--- src/hdl/itfc_pkg.sv ---
// Purpose: constants and types shared by the instruction trace filter control block
// Assumes: byte offsets on the debug register port, 32-bit words
// Notes: all register reset values are zero
package itfc_pkg;

  // register byte offsets
  localparam logic [11:0] ITFC_OFF_TS_CTRL = 12'h030;
  localparam logic [11:0] ITFC_OFF_SRC_ID = 12'h040;
  localparam logic [11:0] ITFC_OFF_VI_MAIN = 12'h080;
  localparam logic [11:0] ITFC_OFF_VI_RANGE = 12'h084;
  localparam logic [11:0] ITFC_OFF_VI_SS = 12'h088;
  localparam logic [11:0] ITFC_OFF_GM_VAL_LO = 12'h640;
  localparam logic [11:0] ITFC_OFF_GM_VAL_HI = 12'h644;
  localparam logic [11:0] ITFC_OFF_GM_MASK = 12'h688;

  // writable bits per register; everything else reads zero, except main control bit 9, which shows the start/stop state
  localparam logic [31:0] ITFC_WM_TS_CTRL = 32'h0000008e;
  localparam logic [31:0] ITFC_WM_SRC_ID = 32'h0000007f;
  localparam logic [31:0] ITFC_WM_VI_MAIN = 32'h007b0c8f;
  localparam logic [31:0] ITFC_WM_VI_RANGE = 32'h000f000f;
  localparam logic [31:0] ITFC_WM_VI_SS = 32'h00ff00ff;
  localparam logic [31:0] ITFC_WM_GM_MASK = 32'h0000000f;

  // reset values
  localparam logic [31:0] ITFC_RST_REG = 32'h00000000;
  localparam logic [31:0] ITFC_RST_GM_VAL = 32'h00000000;

  // field positions
  localparam int ITFC_TS_TYPE_BIT = 7;
  localparam int ITFC_TS_SEL_LSB = 1;
  localparam int ITFC_VI_TYPE_BIT = 7;
  localparam int ITFC_VI_SEL_LSB = 0;
  localparam int ITFC_VI_SS_BIT = 9;
  localparam int ITFC_VI_RST_BIT = 10;
  localparam int ITFC_VI_ERR_BIT = 11;
  localparam int ITFC_VI_SDIS_LSB = 16;
  localparam int ITFC_VI_NSDIS_LSB = 20;
  localparam int ITFC_INCL_LSB = 0;
  localparam int ITFC_EXCL_LSB = 16;
  localparam int ITFC_START_LSB = 0;
  localparam int ITFC_STOP_LSB = 16;
  localparam int ITFC_SRC_ID_W = 7;

  // implemented comparators
  localparam int ITFC_NUM_ARC = 4;
  localparam int ITFC_NUM_SAC = 8;

  // start/stop logic state, one-hot
  typedef enum logic [1:0]
  {
    ITFC_STOPPED = 2'b01,
    ITFC_STARTED = 2'b10
  } itfc_ss_e;

endpackage : itfc_pkg

--- src/hdl/itfc_gm_if.sv ---
// Purpose: carries the guest machine tag comparison between control and comparator
// Assumes: single clock domain
// Notes: match is registered inside the comparator
`timescale 1ns/1ps
interface itfc_gm_if;
  logic [31:0] cmpValue;
  logic [3:0] ignoreMask;
  logic [31:0] curTag;
  logic match;
  modport ctrl (output cmpValue, output ignoreMask, output curTag, input match);
  modport cmp (input cmpValue, input ignoreMask, input curTag, output match);
endinterface : itfc_gm_if

--- src/hdl/itfc_guest_cmp.sv ---
// Purpose: byte-masked guest machine tag comparator
// Assumes: tag and compare value change synchronously to clk
// Notes: match appears one cycle after its inputs
`timescale 1ns/1ps
module itfc_guest_cmp
  import itfc_pkg::*;
(
  input wire logic clk,
  input wire logic rst,
  itfc_gm_if.cmp gm
);

  logic [3:0] byteOk;

  // a masked byte always agrees; an unmasked byte must be equal
  genvar gi;
  generate
    for (gi = 0; gi < 4; gi++)
    begin : g_byte
      assign byteOk[gi] = gm.ignoreMask[gi] | (gm.cmpValue[gi*8 +: 8] == gm.curTag[gi*8 +: 8]);
    end
  endgenerate

  // registered so the top output comes from a flop
  always_ff @(posedge clk or posedge rst)
  begin
    if (rst)
      gm.match <= 1'b0;
    else
      gm.match <= &byteOk;
  end

  chk_full_mask_match: assert property (@(posedge clk) disable iff (rst)
    (gm.ignoreMask == 4'hf) |=> gm.match)
    else $error("fully masked compare did not match");

endmodule : itfc_guest_cmp

--- src/hdl/itfc_filter_ctrl.sv ---
// Purpose: register file and instruction view filter of the instruction trace unit
// Assumes: comparator and resource results arrive as synchronous levels
// Notes: register port answers every access with one ack pulse one cycle later
`timescale 1ns/1ps

// What this block does
// - seven-bit source tag drives trace ID
// - timestamp request when selected event fires
// - timestamp event: type bit plus selector
// - non-secure per-level trace disable, bit23 zero
// - secure per-level trace disable, bit18 zero
// - system error traced if forced or preceded
// - reset exception traced if forced or preceded
// - start/stop state readable in bit 9
// - view event: single resource or pair
// - per-range include and exclude selects
// - empty include set includes everything
// - per-comparator start and stop selects
// - mask bit per byte ignores it
// - 64-bit compare value, upper half zero
// - registers decoded at fixed offsets
module itfc_filter_ctrl
  import itfc_pkg::*;
#(
  parameter int NUM_ARC = ITFC_NUM_ARC,
  parameter int NUM_SAC = ITFC_NUM_SAC
)
(
  input wire logic clk,
  input wire logic rst,
  input wire logic regSel,
  input wire logic regWrite,
  input wire logic [11:0] regAddr,
  input wire logic [31:0] regWdata,
  output logic [31:0] regRdata,
  output logic regAck,
  input wire logic [15:0] resSingle,
  input wire logic [7:0] resPair,
  input wire logic instValid,
  input wire logic instSecure,
  input wire logic [1:0] instLevel,
  input wire logic excReset,
  input wire logic excSysError,
  input wire logic [NUM_ARC-1:0] rangeMatch,
  input wire logic [NUM_SAC-1:0] singleAddrMatch,
  input wire logic [31:0] curGuestTag,
  output logic traceValid,
  output logic [ITFC_SRC_ID_W-1:0] traceIdOut,
  output logic timestampReq,
  output logic guestTagMatch
);

  // register storage
  logic [31:0] tsCtrl;
  logic [31:0] srcId;
  logic [31:0] viMain;
  logic [31:0] viRange;
  logic [31:0] viSs;
  logic [31:0] gmValue;
  logic [31:0] gmMask;
  itfc_ss_e ssState;
  itfc_ss_e next_ssState;
  logic tsEventD;
  logic prevTraced;

  // address decode
  wire wrEn = regSel & regWrite;
  wire rdEn = regSel & ~regWrite;
  wire hitTs = (regAddr == ITFC_OFF_TS_CTRL);
  wire hitId = (regAddr == ITFC_OFF_SRC_ID);
  wire hitMain = (regAddr == ITFC_OFF_VI_MAIN);
  wire hitRange = (regAddr == ITFC_OFF_VI_RANGE);
  wire hitSs = (regAddr == ITFC_OFF_VI_SS);
  wire hitGmLo = (regAddr == ITFC_OFF_GM_VAL_LO);
  wire hitGmHi = (regAddr == ITFC_OFF_GM_VAL_HI);
  wire hitGmMask = (regAddr == ITFC_OFF_GM_MASK);

  // named fields
  wire started = (ssState == ITFC_STARTED);
  wire tsType = tsCtrl[ITFC_TS_TYPE_BIT];
  wire [2:0] tsSel = tsCtrl[ITFC_TS_SEL_LSB +: 3];
  wire viType = viMain[ITFC_VI_TYPE_BIT];
  wire [3:0] viSel = viMain[ITFC_VI_SEL_LSB +: 4];
  wire [3:0] nsDisable = viMain[ITFC_VI_NSDIS_LSB +: 4];
  wire [3:0] sDisable = viMain[ITFC_VI_SDIS_LSB +: 4];
  wire forceErr = viMain[ITFC_VI_ERR_BIT];
  wire forceRst = viMain[ITFC_VI_RST_BIT];
  wire [NUM_ARC-1:0] inclSel = viRange[ITFC_INCL_LSB +: NUM_ARC];
  wire [NUM_ARC-1:0] exclSel = viRange[ITFC_EXCL_LSB +: NUM_ARC];
  wire [NUM_SAC-1:0] startSel = viSs[ITFC_START_LSB +: NUM_SAC];
  wire [NUM_SAC-1:0] stopSel = viSs[ITFC_STOP_LSB +: NUM_SAC];

  // event selection: single resource or boolean pair
  wire tsEvent = tsType ? resPair[tsSel] : resSingle[{1'b0, tsSel}];
  wire viewEvent = viType ? resPair[viSel[2:0]] : resSingle[viSel];

  // per-state exception level gating; unimplemented levels hold zero
  wire levelDisabled = instSecure ? sDisable[instLevel] : nsDisable[instLevel];

  // range test: no include selected means everything is included
  wire inclHit = |(rangeMatch & inclSel);
  wire inclOk = (inclSel == '0) | inclHit;
  wire exclHit = |(rangeMatch & exclSel);

  // start/stop comparator hits
  wire startHit = |(singleAddrMatch & startSel);
  wire stopHit = |(singleAddrMatch & stopSel);

  // ordinary instruction needs every filter term
  wire filterPass = viewEvent & started & inclOk & ~exclHit & ~levelDisabled;

  // exceptions follow the previous decision unless forced
  wire rstTrace = forceRst | prevTraced;
  wire errTrace = forceErr | prevTraced;
  wire decision = excReset ? rstTrace : (excSysError ? errTrace : filterPass);
  wire next_traceValid = instValid & decision;

  // main control readback shows live start/stop state
  wire [31:0] mainRead = (viMain & ITFC_WM_VI_MAIN) | (32'(started) << ITFC_VI_SS_BIT);

  // read selection; unmapped offsets read zero
  wire [31:0] rdMux =
    hitTs ? tsCtrl :
    hitId ? srcId :
    hitMain ? mainRead :
    hitRange ? viRange :
    hitSs ? viSs :
    hitGmLo ? gmValue :
    hitGmMask ? gmMask :
    32'h00000000; // upper compare word is reserved

  // stop wins when both hit in one cycle, so a stray start cannot reopen
  always_comb
  begin
    next_ssState = ssState;
    if (stopHit)
      next_ssState = ITFC_STOPPED;
    else if (startHit)
      next_ssState = ITFC_STARTED;
  end

  // control register writes, masked so reserved bits stay zero
  always_ff @(posedge clk or posedge rst)
  begin
    if (rst)
    begin
      tsCtrl <= ITFC_RST_REG;
      srcId <= ITFC_RST_REG;
      viMain <= ITFC_RST_REG;
      viRange <= ITFC_RST_REG;
      viSs <= ITFC_RST_REG;
      gmMask <= ITFC_RST_REG;
    end
    else if (wrEn)
    begin
      if (hitTs)
        tsCtrl <= regWdata & ITFC_WM_TS_CTRL;
      if (hitId)
        srcId <= regWdata & ITFC_WM_SRC_ID;
      if (hitMain)
        viMain <= regWdata & ITFC_WM_VI_MAIN;
      if (hitRange)
        viRange <= regWdata & ITFC_WM_VI_RANGE;
      if (hitSs)
        viSs <= regWdata & ITFC_WM_VI_SS;
      if (hitGmMask)
        gmMask <= regWdata & ITFC_WM_GM_MASK;
    end
  end

  // low compare word; the high word ignores writes
  always_ff @(posedge clk or posedge rst)
  begin
    if (rst)
      gmValue <= ITFC_RST_GM_VAL;
    else if (wrEn && hitGmLo)
      gmValue <= regWdata;
  end

  // register port answer, one cycle after the access
  always_ff @(posedge clk or posedge rst)
  begin
    if (rst)
    begin
      regRdata <= 32'h00000000;
      regAck <= 1'b0;
    end
    else
    begin
      regAck <= regSel;
      regRdata <= rdEn ? rdMux : 32'h00000000;
    end
  end

  // start/stop state
  always_ff @(posedge clk or posedge rst)
  begin
    if (rst)
      ssState <= ITFC_STOPPED;
    else
      ssState <= next_ssState;
  end

  // trace decision; prevTraced only moves on real instructions
  always_ff @(posedge clk or posedge rst)
  begin
    if (rst)
    begin
      traceValid <= 1'b0;
      prevTraced <= 1'b0;
    end
    else
    begin
      traceValid <= next_traceValid;
      if (instValid)
        prevTraced <= next_traceValid;
    end
  end

  // one timestamp per firing, taken at the rising edge of the event
  always_ff @(posedge clk or posedge rst)
  begin
    if (rst)
    begin
      tsEventD <= 1'b0;
      timestampReq <= 1'b0;
    end
    else
    begin
      tsEventD <= tsEvent;
      timestampReq <= tsEvent & ~tsEventD;
    end
  end

  // trace ID follows the source tag register
  always_ff @(posedge clk or posedge rst)
  begin
    if (rst)
      traceIdOut <= '0;
    else
      traceIdOut <= srcId[ITFC_SRC_ID_W-1:0];
  end

  // guest machine tag comparator
  itfc_gm_if gmBus ();
  assign gmBus.cmpValue = gmValue;
  assign gmBus.ignoreMask = gmMask[3:0];
  assign gmBus.curTag = curGuestTag;
  assign guestTagMatch = gmBus.match; // flop inside the comparator

  itfc_guest_cmp u_guest_cmp
  (
    .clk(clk),
    .rst(rst),
    .gm(gmBus.cmp)
  );

  // checks
  chk_trace_id_write: assert property (@(posedge clk) disable iff (rst)
    (wrEn && hitId) |=> ##1 (traceIdOut == $past(regWdata[6:0], 2)))
    else $error("trace ID did not follow source tag write");

  chk_ts_single_edge: assert property (@(posedge clk) disable iff (rst)
    timestampReq |-> ($past(tsEvent) && !$past(tsEventD)))
    else $error("timestamp without a fresh event");

  chk_ts_pair_pick: assert property (@(posedge clk) disable iff (rst)
    (tsType && resPair[tsSel] && !tsEventD) |=> timestampReq)
    else $error("selected pair event gave no timestamp");

  chk_ns_level_off: assert property (@(posedge clk) disable iff (rst)
    (instValid && !instSecure && nsDisable[instLevel] && !excReset && !excSysError) |=> !traceValid)
    else $error("disabled non-secure level traced");

  chk_ns_el3_raz: assert property (@(posedge clk) disable iff (rst)
    (wrEn && hitMain) |=> (viMain[23] == 1'b0) && (viMain[18] == 1'b0))
    else $error("unimplemented level bit stored");

  chk_sec_level_off: assert property (@(posedge clk) disable iff (rst)
    (instValid && instSecure && sDisable[instLevel] && !excReset && !excSysError) |=> !traceValid)
    else $error("disabled secure level traced");

  chk_err_forced: assert property (@(posedge clk) disable iff (rst)
    (instValid && excSysError && !excReset && (forceErr || prevTraced)) |=> traceValid)
    else $error("system error not traced");

  chk_rst_follow: assert property (@(posedge clk) disable iff (rst)
    (instValid && excReset && !forceRst && !prevTraced) |=> !traceValid)
    else $error("unforced reset traced after untraced step");

  chk_ss_readback: assert property (@(posedge clk) disable iff (rst)
    (rdEn && hitMain) |=> (regRdata[9] == $past(started)))
    else $error("start/stop status readback wrong");

  chk_excl_block: assert property (@(posedge clk) disable iff (rst)
    (instValid && exclHit && !excReset && !excSysError) |=> !traceValid)
    else $error("excluded range traced");

  chk_empty_include: assert property (@(posedge clk) disable iff (rst)
    (instValid && !excReset && !excSysError && inclSel == '0 && viewEvent && started
     && !exclHit && !levelDisabled) |=> traceValid)
    else $error("empty include set blocked trace");

  chk_hi_word_zero: assert property (@(posedge clk) disable iff (rst)
    (rdEn && hitGmHi) |=> (regRdata == 32'h00000000))
    else $error("reserved compare word not zero");

  chk_start_stop: assert property (@(posedge clk) disable iff (rst)
    (startHit && !stopHit) |=> started)
    else $error("start/stop logic did not move");

  chk_stop_wins: assert property (@(posedge clk) disable iff (rst)
    stopHit |=> !started)
    else $error("stop match did not stop");

  chk_view_pick: assert property (@(posedge clk) disable iff (rst)
    (instValid && !excReset && !excSysError && !viewEvent) |=> !traceValid)
    else $error("traced without the view event");

  chk_reg_ack: assert property (@(posedge clk) disable iff (rst)
    regSel |=> regAck)
    else $error("register access not answered");

  chk_incl_block: assert property (@(posedge clk) disable iff (rst)
    (instValid && !excReset && !excSysError && inclSel != '0 && !inclHit) |=> !traceValid)
    else $error("instruction outside include ranges traced");

  chk_stopped_quiet: assert property (@(posedge clk) disable iff (rst)
    (instValid && !excReset && !excSysError && !started) |=> !traceValid)
    else $error("traced while stopped");

  chk_rst_forced: assert property (@(posedge clk) disable iff (rst)
    (instValid && excReset && forceRst) |=> traceValid)
    else $error("forced reset exception not traced");

  chk_err_follow: assert property (@(posedge clk) disable iff (rst)
    (instValid && excSysError && !excReset && !forceErr && !prevTraced) |=> !traceValid)
    else $error("unforced system error traced after untraced step");

  chk_ts_quiet: assert property (@(posedge clk) disable iff (rst)
    !tsEvent |=> !timestampReq)
    else $error("timestamp without the selected event");

endmodule : itfc_filter_ctrl

--- config.mk ---
export PLATFORM = sky130hd
export DESIGN_NAME = itfc_filter_ctrl
export DESIGN_NICKNAME = d
export VERILOG_FILES = /design/src/hdl/itfc_pkg.sv /design/src/hdl/itfc_gm_if.sv /design/src/hdl/itfc_guest_cmp.sv /design/src/hdl/itfc_filter_ctrl.sv
export SDC_FILE = /design/constraint.sdc
export NUM_CORES = 1
export LEC_CHECK = 0
export ABC_AREA = 1
export BUFFER_PORTS_ARGS = -buffer_cell sky130_fd_sc_hd__buf_2
export CAP_MARGIN = 20
export CORE_ASPECT_RATIO = 1.25
export CORE_MARGIN = 5
export CORE_UTILIZATION = 42
export DETAILED_ROUTE_END_ITERATION = 6
export PLACE_DENSITY = 0.66
export SKIP_CTS_REPAIR_TIMING = 1
export SYNTH_ARGS = -nofsm -noshare
export SYNTH_HDL_FRONTEND = slang
export SYNTH_SLANG_ARGS = --single-unit
export TNS_END_PERCENT = 50
--- constraint.sdc ---
create_clock -name clk -period 11.6 [get_ports clk]
set_input_delay 1.74 -clock clk [delete_from_list [all_inputs] [get_ports clk]]
set_output_delay 1.74 -clock clk [all_outputs]
set_load 0.005 [all_outputs]
==> summary.txt, run 1 <==
Synthesis
  • Adder-cell area share of the yosys netlist: 0%
  • Syn avg cell area: 8.19 µm²
  • Multiplexer fraction of the synthesized cell area: 3.24%
  • Post-synthesis instance area: 0.00649 mm²
  • Most used flip-flop cell after synthesis: sky130_fd_sc_hd__dfrtp_1
  • Number of synthesized flops with an enable pin: 0
  • Yosys Warn Count: 0
  • Compound-cell area share of the yosys netlist: 12.1%
  • Post-synth cell types: 36
  • Area fraction in and, or, nand and nor cells after synthesis: 23.0%
  • Number of flip-flops and latches in the synthesized netlist: 131
  • Dominant combinational cell family by area after synthesis: simple AND/OR/NAND/NOR gates
  • Async S/R FF share, synth: 100%
  • Number of instances in the synthesized netlist: 793
  • Synthesized net count: 915
  • Seq/Total Area, Yosys: 50.5%
  • Post-synthesis share of cell area spent on xor and xnor gates: 2.83%

Routing
  • Total detailed-routing wirelength: 18100 µm
  • Wirelength per Cell: 15.5 µm
  • Final routed DRC violation total: 0
  • Detailed-route vias per instance: 4.87
  • Post-DRT Antenna Nets: 0
  • Starting DRT DRC Count: 399
  • DRT Pass-1 Iters: 5
  • Via count: 5723

Cells and area
  • Filler cell count in the final layout: 1447
  • Filler-free cell count of the finished design: 1174
  • Most common library cell in the layout ignoring fill and taps: sky130_fd_sc_hd__nand2_1
  • Share of cells above drive strength 1: 25.4%
  • Diodes inserted: 0
  • Area added between synthesis and finish: 24.5%
  • Top library cells by usage in the layout, fill and taps aside: sky130_fd_sc_hd__nand2_1 (208), sky130_fd_sc_hd__buf_2 (164), sky130_fd_sc_hd__dfrtp_1 (130), sky130_fd_sc_hd__inv_1 (105), sky130_fd_sc_hd__o21ai_0 (102)
  • Area of the multi-input gates: 0.00267 mm²
  • Sequential cell area in the final layout: 0.00328 mm²
  • Net total in the final layout: 1075

STA
  • Final worst hold slack: 0.396 ns
  • Worst Skew: 0.0144 ns
  • Crit share post-route: 30.3%
  • Normalized max-slew margin: 35.0%
  • Actual slew at the worst max-slew pin: 0.975 ns
  • Endpoints failing hold: 0
  • Peak Freq: 284 MHz
  • Unrepaired setup endpoints after global routing: false
  • Number of pins with negative max-slew slack in the final report: 0
  • Final setup violation count: 0
  • TNS Setup: 0 ns
  • Post-layout min period: 3.52 ns

Clocking
  • Buffer depth of the longest clock path: 2
  • H-tree depth reported by CTS: 4
  • Root buffer cell: sky130_fd_sc_hd__clkbuf_16
  • Clock-pin slew of the registers on the worst-case setup and hold paths: 0.06 ns
  • Inserted Clock Buffers: 17
  • Number of sinks handled by clock tree synthesis: 131
  • Insertion delay to the later sink of the worst-skew pair: 0.42 ns
  • Clock tree from TritonCTS: built

Worst setup path
  • CP peak stage delay: 0.53 ns
  • Setup crit start kind: input pin
  • Element type at the critical path end: flip-flop
  • Data required time of the worst path: 11.86 ns
  • Classification of the worst setup path: in -> reg
  • Library cell contributing the largest single delay on the critical path: sky130_fd_sc_hd__nand2_1
  • WP data arrival: 3.78 ns
  • Maximum fanout along the worst path: 32
  • Cells along the critical path: buf_2 -> nor2_2 -> nand3_1 -> nor2_2 -> nand2_1 -> inv_2 -> nand2_1 -> nand2_1 -> o21ai_0
  • Reg2reg setup slack: 9.54 ns
  • Crit-path most repeated cell: sky130_fd_sc_hd__nand2_1

Power
  • Pwr Density: 134 mW/mm²
  • Post-layout power: 1.08 mW
  • Worst voltage drop across the vdd grid: 0.0864 mV
  • Leak: 4.31 nW

Die
  • Effective utilization at floorplan: 43.1%
  • Std cell rows: 50
  • Std-Cell Core Area: 0.0151 mm²
  • Die extent in y: 149 µm
  • Total Die Area: 0.0181 mm²
  • DIE WIDTH: 121 µm
  • Total I/O pin count: 165

Placement
  • Number of input and output port buffers inserted: 164
  • Number of instances in the placed design: 1142
  • DP Wirelength: 13700 µm
  • Final GP Congestion: 0.815

Global routing
  • First-pass GRT wire length: 28600 µm
  • Global-route total usage across every layer: 20.3%
  • Maximum number of pins on one net before global-route repair: 77
  • Via count of the first global-routing pass: 5622
  • Leftover overflow at the end of global routing: 0
  • Antenna violations before repair: 1

Hold path
  • Tightest Hold Check Type: reg -> reg

Job
  • Max-cap check violation count: 0

Status
  • Status: completed
through the flow:
stage               instance area, µm²  setup WS, ns  utilization, %
floorplan                         6490          6.36               -
global placement                  7470          7.77            49.5
detailed placement                7470          7.69            49.5
CTS                               8090          8.11            53.6
global route                      8090          7.79            53.6
finish                            8090          8.08            53.6
sequential cells by signal, summed over array words and instances, names as in the netlist, 2 cells and up:
signal	count
ssState	2
viMain	13
tsCtrl	4
regRdata	32
viRange	8
srcId	7
gmBus.cmpValue	32
traceIdOut	7
viSs	16
gmMask	4
area by class of cell:
type / instances / area share [%]
tap: 208 / 3.22
clock inverter: 12 / 1.90
timing repair buffer: 165 / 10.2
sequential: 131 / 40.6
inverter: 112 / 5.25
clock buffer: 20 / 5.77
multi-input combinational: 526 / 33.1
per-layer routing:
| layer | vias to the layer above | GRT usage, % | share of wire, % |
|---|---|---|---|
| met5 | - | 0 | 0.039 |
| met4 | 2 | 5.94 | 1.5 |
| met3 | 19 | 4.70 | 6.2 |
| met2 | 183 | 34.5 | 50 |
| met1 | 2668 | 26.0 | 42 |
| li1 | 2851 | - | - |
path summary, 6_finish.rpt:
check,startpoint,to,depth (start not counted)
min reg2reg,tsEventD,timestampReq,1
min,tsEventD,timestampReq,1
max in group asynchronous,rst,viSs[21],3
min in group asynchronous,rst,regRdata[28],2
max reg2reg,viMain[0],prevTraced,14
max,regAddr[1],viSs[5],9
cells by family (layout without fill, tap and decap cells):
kind of cell	after synthesis	after routing
AND/OR/NAND/NOR	344	344
AO/OA/AOI/OAI	147	147
buffers and inverters	136	309
flip-flops	131	131
XOR/XNOR	21	21
multiplexers	14	14
critical path, delay by kind of cell:
family                 cells  cell delay [ns]
AND/OR/NAND/NOR            6             1.61
buffers and inverters      2             0.33
AO/OA/AOI/OAI              1             0.10
report_power, final:
group	total, mW	internal, mW	switching, mW
Sequential	0.461	0.460	0.00143
Combinational	0.0632	0.0249	0.0383
Clock	0.557	0.355	0.202
Yosys cell counts, types with 3 or more instances:
library cell,count,area (µm²)
sky130_fd_sc_hd__dfrtp_1,130,3250
sky130_fd_sc_hd__nor2_1,46,173
sky130_fd_sc_hd__clkbuf_1,15,56.3
sky130_fd_sc_hd__o211ai_1,3,22.5
sky130_fd_sc_hd__inv_1,106,398
sky130_fd_sc_hd__nor4_1,4,25.0
sky130_fd_sc_hd__nand4_1,4,25.0
sky130_fd_sc_hd__buf_6,3,33.8
sky130_fd_sc_hd__xnor2_1,10,87.6
sky130_fd_sc_hd__nor3_1,9,45.0
sky130_fd_sc_hd__a22o_1,3,26.3
sky130_fd_sc_hd__nand2_2,3,18.8
sky130_fd_sc_hd__inv_2,4,15.0
sky130_fd_sc_hd__nor2_2,3,18.8
sky130_fd_sc_hd__nand2_1,208,781
sky130_fd_sc_hd__or2_2,14,87.6
sky130_fd_sc_hd__mux2_4,14,210
sky130_fd_sc_hd__xor2_1,11,96.3
sky130_fd_sc_hd__nand3_1,46,230
sky130_fd_sc_hd__buf_2,6,30.0
sky130_fd_sc_hd__o21ai_0,102,510
sky130_fd_sc_hd__o22ai_1,6,37.5
sky130_fd_sc_hd__a21oi_1,23,115
Note: power is estimated with default switching activity, not from simulation.
==> run 2: changes to the inputs <==
==> constraint.sdc (replaced) <==
create_clock -name clk -period 3.68 [get_ports clk]
set_input_delay 0.552 -clock clk [delete_from_list [all_inputs] [get_ports clk]]
set_output_delay 0.552 -clock clk [all_outputs]
set_load 0.005 [all_outputs]
==> run 2 against run 1 <==
  * Final area barely moved
  * Worst setup slack got worse by 6.8 ns
  * Via count fell by 0.23%
  * Total power rose to 3.1 times the previous value
  * Wire length fell by 0.92%
  * Clock-buffer cell count rose by 2
  * Final cell count did not move
  * Critical path depth fell by 1
  * Clock power rose to 3.0 times the previous value
==> summary.txt, run 2 (synthesis results as in run 1) <==
Die
  • Std cell rows: 50 (unchanged)
  • Effective utilization at floorplan: 43.1% (unchanged)
  • Std-Cell Core Area: 0.0151 mm² (unchanged)
  • DIE WIDTH: 121 µm (unchanged)
  • Die extent in y: 149 µm (unchanged)
  • Total I/O pin count: 165 (unchanged)
  • Total Die Area: 0.0181 mm² (unchanged)

Placement
  • DP Wirelength: 13800 µm (+0.71%)
  • Number of input and output port buffers inserted: 164 (unchanged)
  • Final GP Congestion: 0.796 (-2.3%)

Cells and area
  • Top library cells by usage in the layout, fill and taps aside: sky130_fd_sc_hd__nand2_1 (208), sky130_fd_sc_hd__buf_2 (164), sky130_fd_sc_hd__dfrtp_1 (130), sky130_fd_sc_hd__inv_1 (105), sky130_fd_sc_hd__o21ai_0 (102)
  • Filler cell count in the final layout: 1436 (-0.76%)
  • Diodes inserted: 0 (unchanged)
  • Area added between synthesis and finish: 24.6% (about the same)
  • Area of the multi-input gates: 0.00267 mm² (unchanged)
  • Sequential cell area in the final layout: 0.00328 mm² (unchanged)
  • Most common library cell in the layout ignoring fill and taps: sky130_fd_sc_hd__nand2_1
  • Net total in the final layout: 1077 (+0.19%)
  • Final core area utilization: 53.7% (about the same)
  • Share of cells above drive strength 1: 25.4% (unchanged)

Global routing
  • First-pass GRT wire length: 28200 µm (-1.5%)
  • Via count of the first global-routing pass: 5484 (-2.5%)
  • Maximum number of pins on one net before global-route repair: 60 (-22%)
  • Leftover overflow at the end of global routing: 0 (unchanged)
  • Antenna violations before repair: 1 (unchanged)
  • Global-route total usage across every layer: 20.2% (-0.17 points)

Routing
  • Via count: 5710 (-0.23%)
  • Wirelength per Cell: 15.3 µm (-0.92%)
  • Total detailed-routing wirelength: 18000 µm (-0.92%)
  • Detailed-route vias per instance: 4.86 (-0.23%)
  • DRT Pass-1 Iters: 6 (+1)
  • Starting DRT DRC Count: 324 (-19%)
  • Final routed DRC violation total: 0 (unchanged)
  • Post-DRT Antenna Nets: 0 (unchanged)

Clocking
  • Number of sinks handled by clock tree synthesis: 131 (unchanged)
  • Clock-pin slew of the registers on the worst-case setup and hold paths: 0.05 ns (about the same)
  • H-tree depth reported by CTS: 4 (unchanged)
  • Root buffer cell: sky130_fd_sc_hd__clkbuf_16
  • Buffer depth of the longest clock path: 2 (unchanged)
  • Clock tree from TritonCTS: built
  • Insertion delay to the later sink of the worst-skew pair: 0.42 ns (about the same)
  • Inserted Clock Buffers: 17 (unchanged)

Worst setup path
  • Library cell contributing the largest single delay on the critical path: sky130_fd_sc_hd__nand2_1
  • Element type at the critical path end: flip-flop
  • Classification of the worst setup path: in -> reg
  • WP data arrival: 2.68 ns (-1.10 ns)
  • Data required time of the worst path: 3.98 ns (-7.88 ns)
  • Cells along the critical path: buf_2 -> nor2_2 -> nand3_1 -> nor2_2 -> nand2_1 -> inv_2 -> nand2_1 -> o21ai_0
  • Maximum fanout along the worst path: 32 (unchanged)
  • Setup crit start kind: input pin
  • CP peak stage delay: 0.54 ns (about the same)

STA
  • Unrepaired setup endpoints after global routing: false
  • Worst Skew: 0.00779 ns (-0.00663 ns)
  • Number of pins with negative max-slew slack in the final report: 0 (unchanged)
  • Normalized max-slew margin: 41.1% (+6.1 points)
  • Final worst hold slack: 0.231 ns (-0.165 ns)
  • Endpoints failing hold: 0 (unchanged)
  • Actual slew at the worst max-slew pin: 0.881 ns (-0.0938 ns)
  • Post-layout min period: 2.38 ns
  • Final setup violation count: 0 (unchanged)
  • Crit share post-route: 64.7%
  • TNS Setup: 0 ns (unchanged)
  • Peak Freq: 420 MHz

Power
  • Reported net switching power: 0.735 mW (+200%)
  • Pwr Density: 413 mW/mm² (+210%)
  • Switching part of the total: 22.0% (-0.34 points)
  • Leak: 4.31 nW (about the same)
  • Relative contribution of sequential cells to total power: 43.5% (+0.9 points)
  • Relative contribution of combinational cells to total power: 6.1% (+0.3 points)
  • Part of the total power dissipated in the clock network: 50.5% (-1.0 points)
  • Post-layout power: 3.34 mW (+210%)
  • P_int: 2.61 mW (+210%)
  • Worst voltage drop across the vdd grid: 0.304 mV (+250%)

Status
  • Status: completed

Job
  • Max-cap check violation count: 0 (unchanged)

Hold path
  • Tightest Hold Check Type: in -> async
==> run 2: final timing paths <==
path	start	endpoint	slack, ns	cells after the start
hold reg to reg	tsEventD	timestampReq	0.39	1
min in group clk	regSel	regAck	0.27	1
max in group asynchronous	rst	srcId[5]	2.60	3
setup / recovery	regAddr[1]	viSs[3]	1.30	8
hold / removal	rst	regRdata[23]	0.23	2
setup reg to reg	viMain[0]	prevTraced	1.69	14
==> run 2: critical path, delay by kind of cell <==
| kind | cells | cell delay (ns) |
|---|---|---|
| buffers and inverters | 2 | 0.32 |
| AO/OA/AOI/OAI | 1 | 0.43 |
| AND/OR/NAND/NOR | 5 | 1.37 |
==> run 2: area by class of cell <==
type                       count  share of cell area, %
clock buffer                  22                   6.11
sequential                   131                   40.5
clock inverter                 8                   1.25
timing repair buffer         167                   10.6
inverter                     112                   5.26
multi-input combinational    526                   33.0
tap                          208                   3.22
==> run 2: per-stage QoR <==
stage | std cells | area [µm²] | worst slack [ns]
2_1_floorplan | 793 | 6500 | 1.51
3_3_place_gp | 1144 | 7490 | 1.04
3_5_place_dp | 1144 | 7490 | 0.939
4_1_cts | 1174 | 8090 | 1.35
5_1_grt | 1174 | 8090 | 1.08
6_report | 1174 | 8090 | 1.30
==> run 2: layer usage <==
layer	share of wire, %	global-route usage (%)	routed length (µm)
met1	43	26.1	7750
met2	49	33.7	8870
met3	5.8	4.78	1050
met4	1.7	5.89	299
met5	0.072	0	13
==> run 2: power groups by stage <==
stage | sequential [mW] | combinational (mW) | clock (mW)
2_1_floorplan | 1.48 | 0.0916 | 0
3_3_place_gp | 1.48 | 0.205 | 0
3_5_place_dp | 1.48 | 0.206 | 0
4_1_cts | 1.45 | 0.208 | 1.71
5_1_grt | 1.45 | 0.232 | 1.78
6_report | 1.45 | 0.203 | 1.69
==> run 3: changes to the inputs <==
--- a/config.mk
+++ b/config.mk
@@ -12,7 +12,7 @@
 export CORE_MARGIN = 5
 export CORE_UTILIZATION = 42
 export DETAILED_ROUTE_END_ITERATION = 6
-export PLACE_DENSITY = 0.66
+export PLACE_DENSITY = 0.68
 export SKIP_CTS_REPAIR_TIMING = 1
 export SYNTH_ARGS = -nofsm -noshare
 export SYNTH_HDL_FRONTEND = slang
==> constraint.sdc (replaced) <==
create_clock -name clk -period 2.18 [get_ports clk]
set_input_delay 0.327 -clock clk [delete_from_list [all_inputs] [get_ports clk]]
set_output_delay 0.327 -clock clk [all_outputs]
set_load 0.005 [all_outputs]
==> run 3 against run 2 <==
  * Critical path depth is 1 higher
  * Via count is 2.1% higher
  * Core utilization is 1.5 points higher
  * Final area is 2.9% higher
==> summary.txt, run 3 (synthesis results as in run 1) <==
Die
  • Total Die Area: 0.0181 mm² (unchanged)
  • Effective utilization at floorplan: 43.1% (unchanged)
  • DIE WIDTH: 121 µm (unchanged)
  • Std-Cell Core Area: 0.0151 mm² (unchanged)
  • Std cell rows: 50 (unchanged)
  • Total I/O pin count: 165 (unchanged)
  • Die extent in y: 149 µm (unchanged)

Power
  • Worst voltage drop across the vdd grid: 0.516 mV (+70%)
  • Relative contribution of sequential cells to total power: 39.1% (-4.4 points)
  • Switching part of the total: 20.4% (-1.6 points)
  • P_int: 4.99 mW (+91%)
  • Part of the total power dissipated in the clock network: 55.3% (+4.8 points)
  • Post-layout power: 6.27 mW (+88%)
  • Leak: 4.43 nW (+2.7%)
  • Reported net switching power: 1.28 mW (+74%)
  • Pwr Density: 754 mW/mm² (+82%)
  • Relative contribution of combinational cells to total power: 5.6% (-0.5 points)

Routing
  • DRT Pass-1 Iters: 5 (-1)
  • Starting DRT DRC Count: 337 (+4.0%)
  • Via count: 5828 (+2.1%)
  • Wirelength per Cell: 15.5 µm (+1.5%)
  • Detailed-route vias per instance: 4.91 (+0.95%)
  • Post-DRT Antenna Nets: 0 (unchanged)
  • Final routed DRC violation total: 0 (unchanged)
  • Total detailed-routing wirelength: 18400 µm (+2.6%)

Clocking
  • H-tree depth reported by CTS: 4 (unchanged)
  • Root buffer cell: sky130_fd_sc_hd__clkbuf_16
  • Clock-pin slew of the registers on the worst-case setup and hold paths: 0.06 ns (about the same)
  • Number of sinks handled by clock tree synthesis: 131 (unchanged)
  • Inserted Clock Buffers: 17 (unchanged)
  • Buffer depth of the longest clock path: 2 (unchanged)
  • Clock tree from TritonCTS: built
  • Insertion delay to the later sink of the worst-skew pair: 0.42 ns (about the same)

Global routing
  • First-pass GRT wire length: 29600 µm (+4.9%)
  • Global-route total usage across every layer: 21.1% (+0.93 points)
  • Via count of the first global-routing pass: 5867 (+7.0%)
  • Antenna violations before repair: 2 (+1)
  • Leftover overflow at the end of global routing: 0 (unchanged)
  • Maximum number of pins on one net before global-route repair: 40 (-33%)

Job
  • Max-cap check violation count: 0 (unchanged)

Worst setup path
  • WP data arrival: 2.03 ns (-0.65 ns)
  • Cells along the critical path: buf_2 -> nor2_2 -> nand3_2 -> nor3_4 -> nand2_1 -> inv_1 -> nand2_1 -> nand2_1 -> o21ai_0
  • CP peak stage delay: 0.30 ns (-0.24 ns)
  • Data required time of the worst path: 2.46 ns (-1.52 ns)
  • Cell depth of the worst flop-to-flop path: 6 (-8)
  • Family with the most delay on the worst path: simple AND/OR/NAND/NOR gates
  • Classification of the worst setup path: in -> reg
  • Library cell contributing the largest single delay on the critical path: sky130_fd_sc_hd__nand2_1
  • Element type at the critical path end: flip-flop
  • Crit-path most repeated cell: sky130_fd_sc_hd__nand2_1
  • Number of cells on the critical path: 9 (+1)
  • Maximum fanout along the worst path: 14 (-56%)
  • WP buf/inv: 2 (unchanged)
  • Setup crit start kind: input pin

STA
  • Normalized max-slew margin: 52.6% (+12 points)
  • Final setup violation count: 0 (unchanged)
  • Unrepaired setup endpoints after global routing: false
  • Post-layout min period: 1.75 ns
  • Worst Skew: 0.00762 ns (-0.000165 ns)
  • Crit share post-route: 80.2%
  • Actual slew at the worst max-slew pin: 0.709 ns (-0.173 ns)
  • TNS Setup: 0 ns (unchanged)
  • Number of pins with negative max-slew slack in the final report: 0 (unchanged)
  • Peak Freq: 572 MHz
  • Endpoints failing hold: 0 (unchanged)

Placement
  • Number of input and output port buffers inserted: 164 (unchanged)
  • DP Wirelength: 14100 µm (+1.7%)
  • Final GP Congestion: 0.863 (+8.4%)

Cells and area
  • Share of cells above drive strength 1: 26.4% (+0.99 points)
  • Final core area utilization: 55.2% (+1.5 points)
  • Area added between synthesis and finish: 28.1%
  • Most common library cell in the layout ignoring fill and taps: sky130_fd_sc_hd__nand2_1
  • Net total in the final layout: 1088 (+1.0%)
  • Top library cells by usage in the layout, fill and taps aside: sky130_fd_sc_hd__nand2_1 (208), sky130_fd_sc_hd__buf_2 (164), sky130_fd_sc_hd__dfrtp_1 (130), sky130_fd_sc_hd__inv_1 (105), sky130_fd_sc_hd__o21ai_0 (102)
  • Diodes inserted: 0 (unchanged)

Status
  • Status: completed

Hold path
  • Tightest Hold Check Type: in -> async
run 3: through the flow:
step                setup slack, ns  cells  hold slack [ns]  area [µm²]
global placement              0.184   1155            0.380        7600
global route                  0.194   1187           0.0311        8320
CTS                           0.453   1187           0.0308        8320
detailed placement           0.0598   1155            0.384        7600
floorplan                     0.231    793            0.358        6500
finish                        0.432   1187           0.0196        8320
run 3: routing by layer:
layer	wire length, µm	vias up	GRT usage [%]
met5	14	-	0
met4	501	4	7.57
met3	1220	39	5.16
met2	8890	209	34.9
met1	7820	2696	26.9
li1	-	2880	-
run 3: worst register-to-register path, delay by kind of cell, from the launching register on:
family          cells  cell delay [ns]
flops               1             0.43
compound gates      2             0.39
simple gates        4             0.74
run 3: area by class of cell:
type                    count  area (µm²)
fillers                  1377        6750
flip-flops and latches    131        3280
multi-input cells         526        2670
repair buffers            178         963
clock buffers              18         439
inverters                 112         425
clock inverters            14         282
well taps                 208         260
run 3: power by group through the flow:
stage	Clock (mW)	Combinational, mW	Sequential (mW)
CTS	3.50	0.360	2.45
finish	3.47	0.353	2.45
floorplan	0	0.155	2.50
global placement	0	0.354	2.50
detailed placement	0	0.357	2.50
global route	3.62	0.402	2.45
run 3: path summary, 6_finish.rpt:
check / start / endpoint / slack, ns
max: regAddr[1] / srcId[5] / 0.43
min: rst / gmBus.cmpValue[23] / 0.02
max reg2reg: gmBus.cmpValue[17] / u_guest_cmp.gm.match / 0.56
min reg2reg: tsEventD / timestampReq / 0.40
max in group asynchronous: rst / viMain[7] / 1.53
min in group clk: regSel / regAck / 0.04
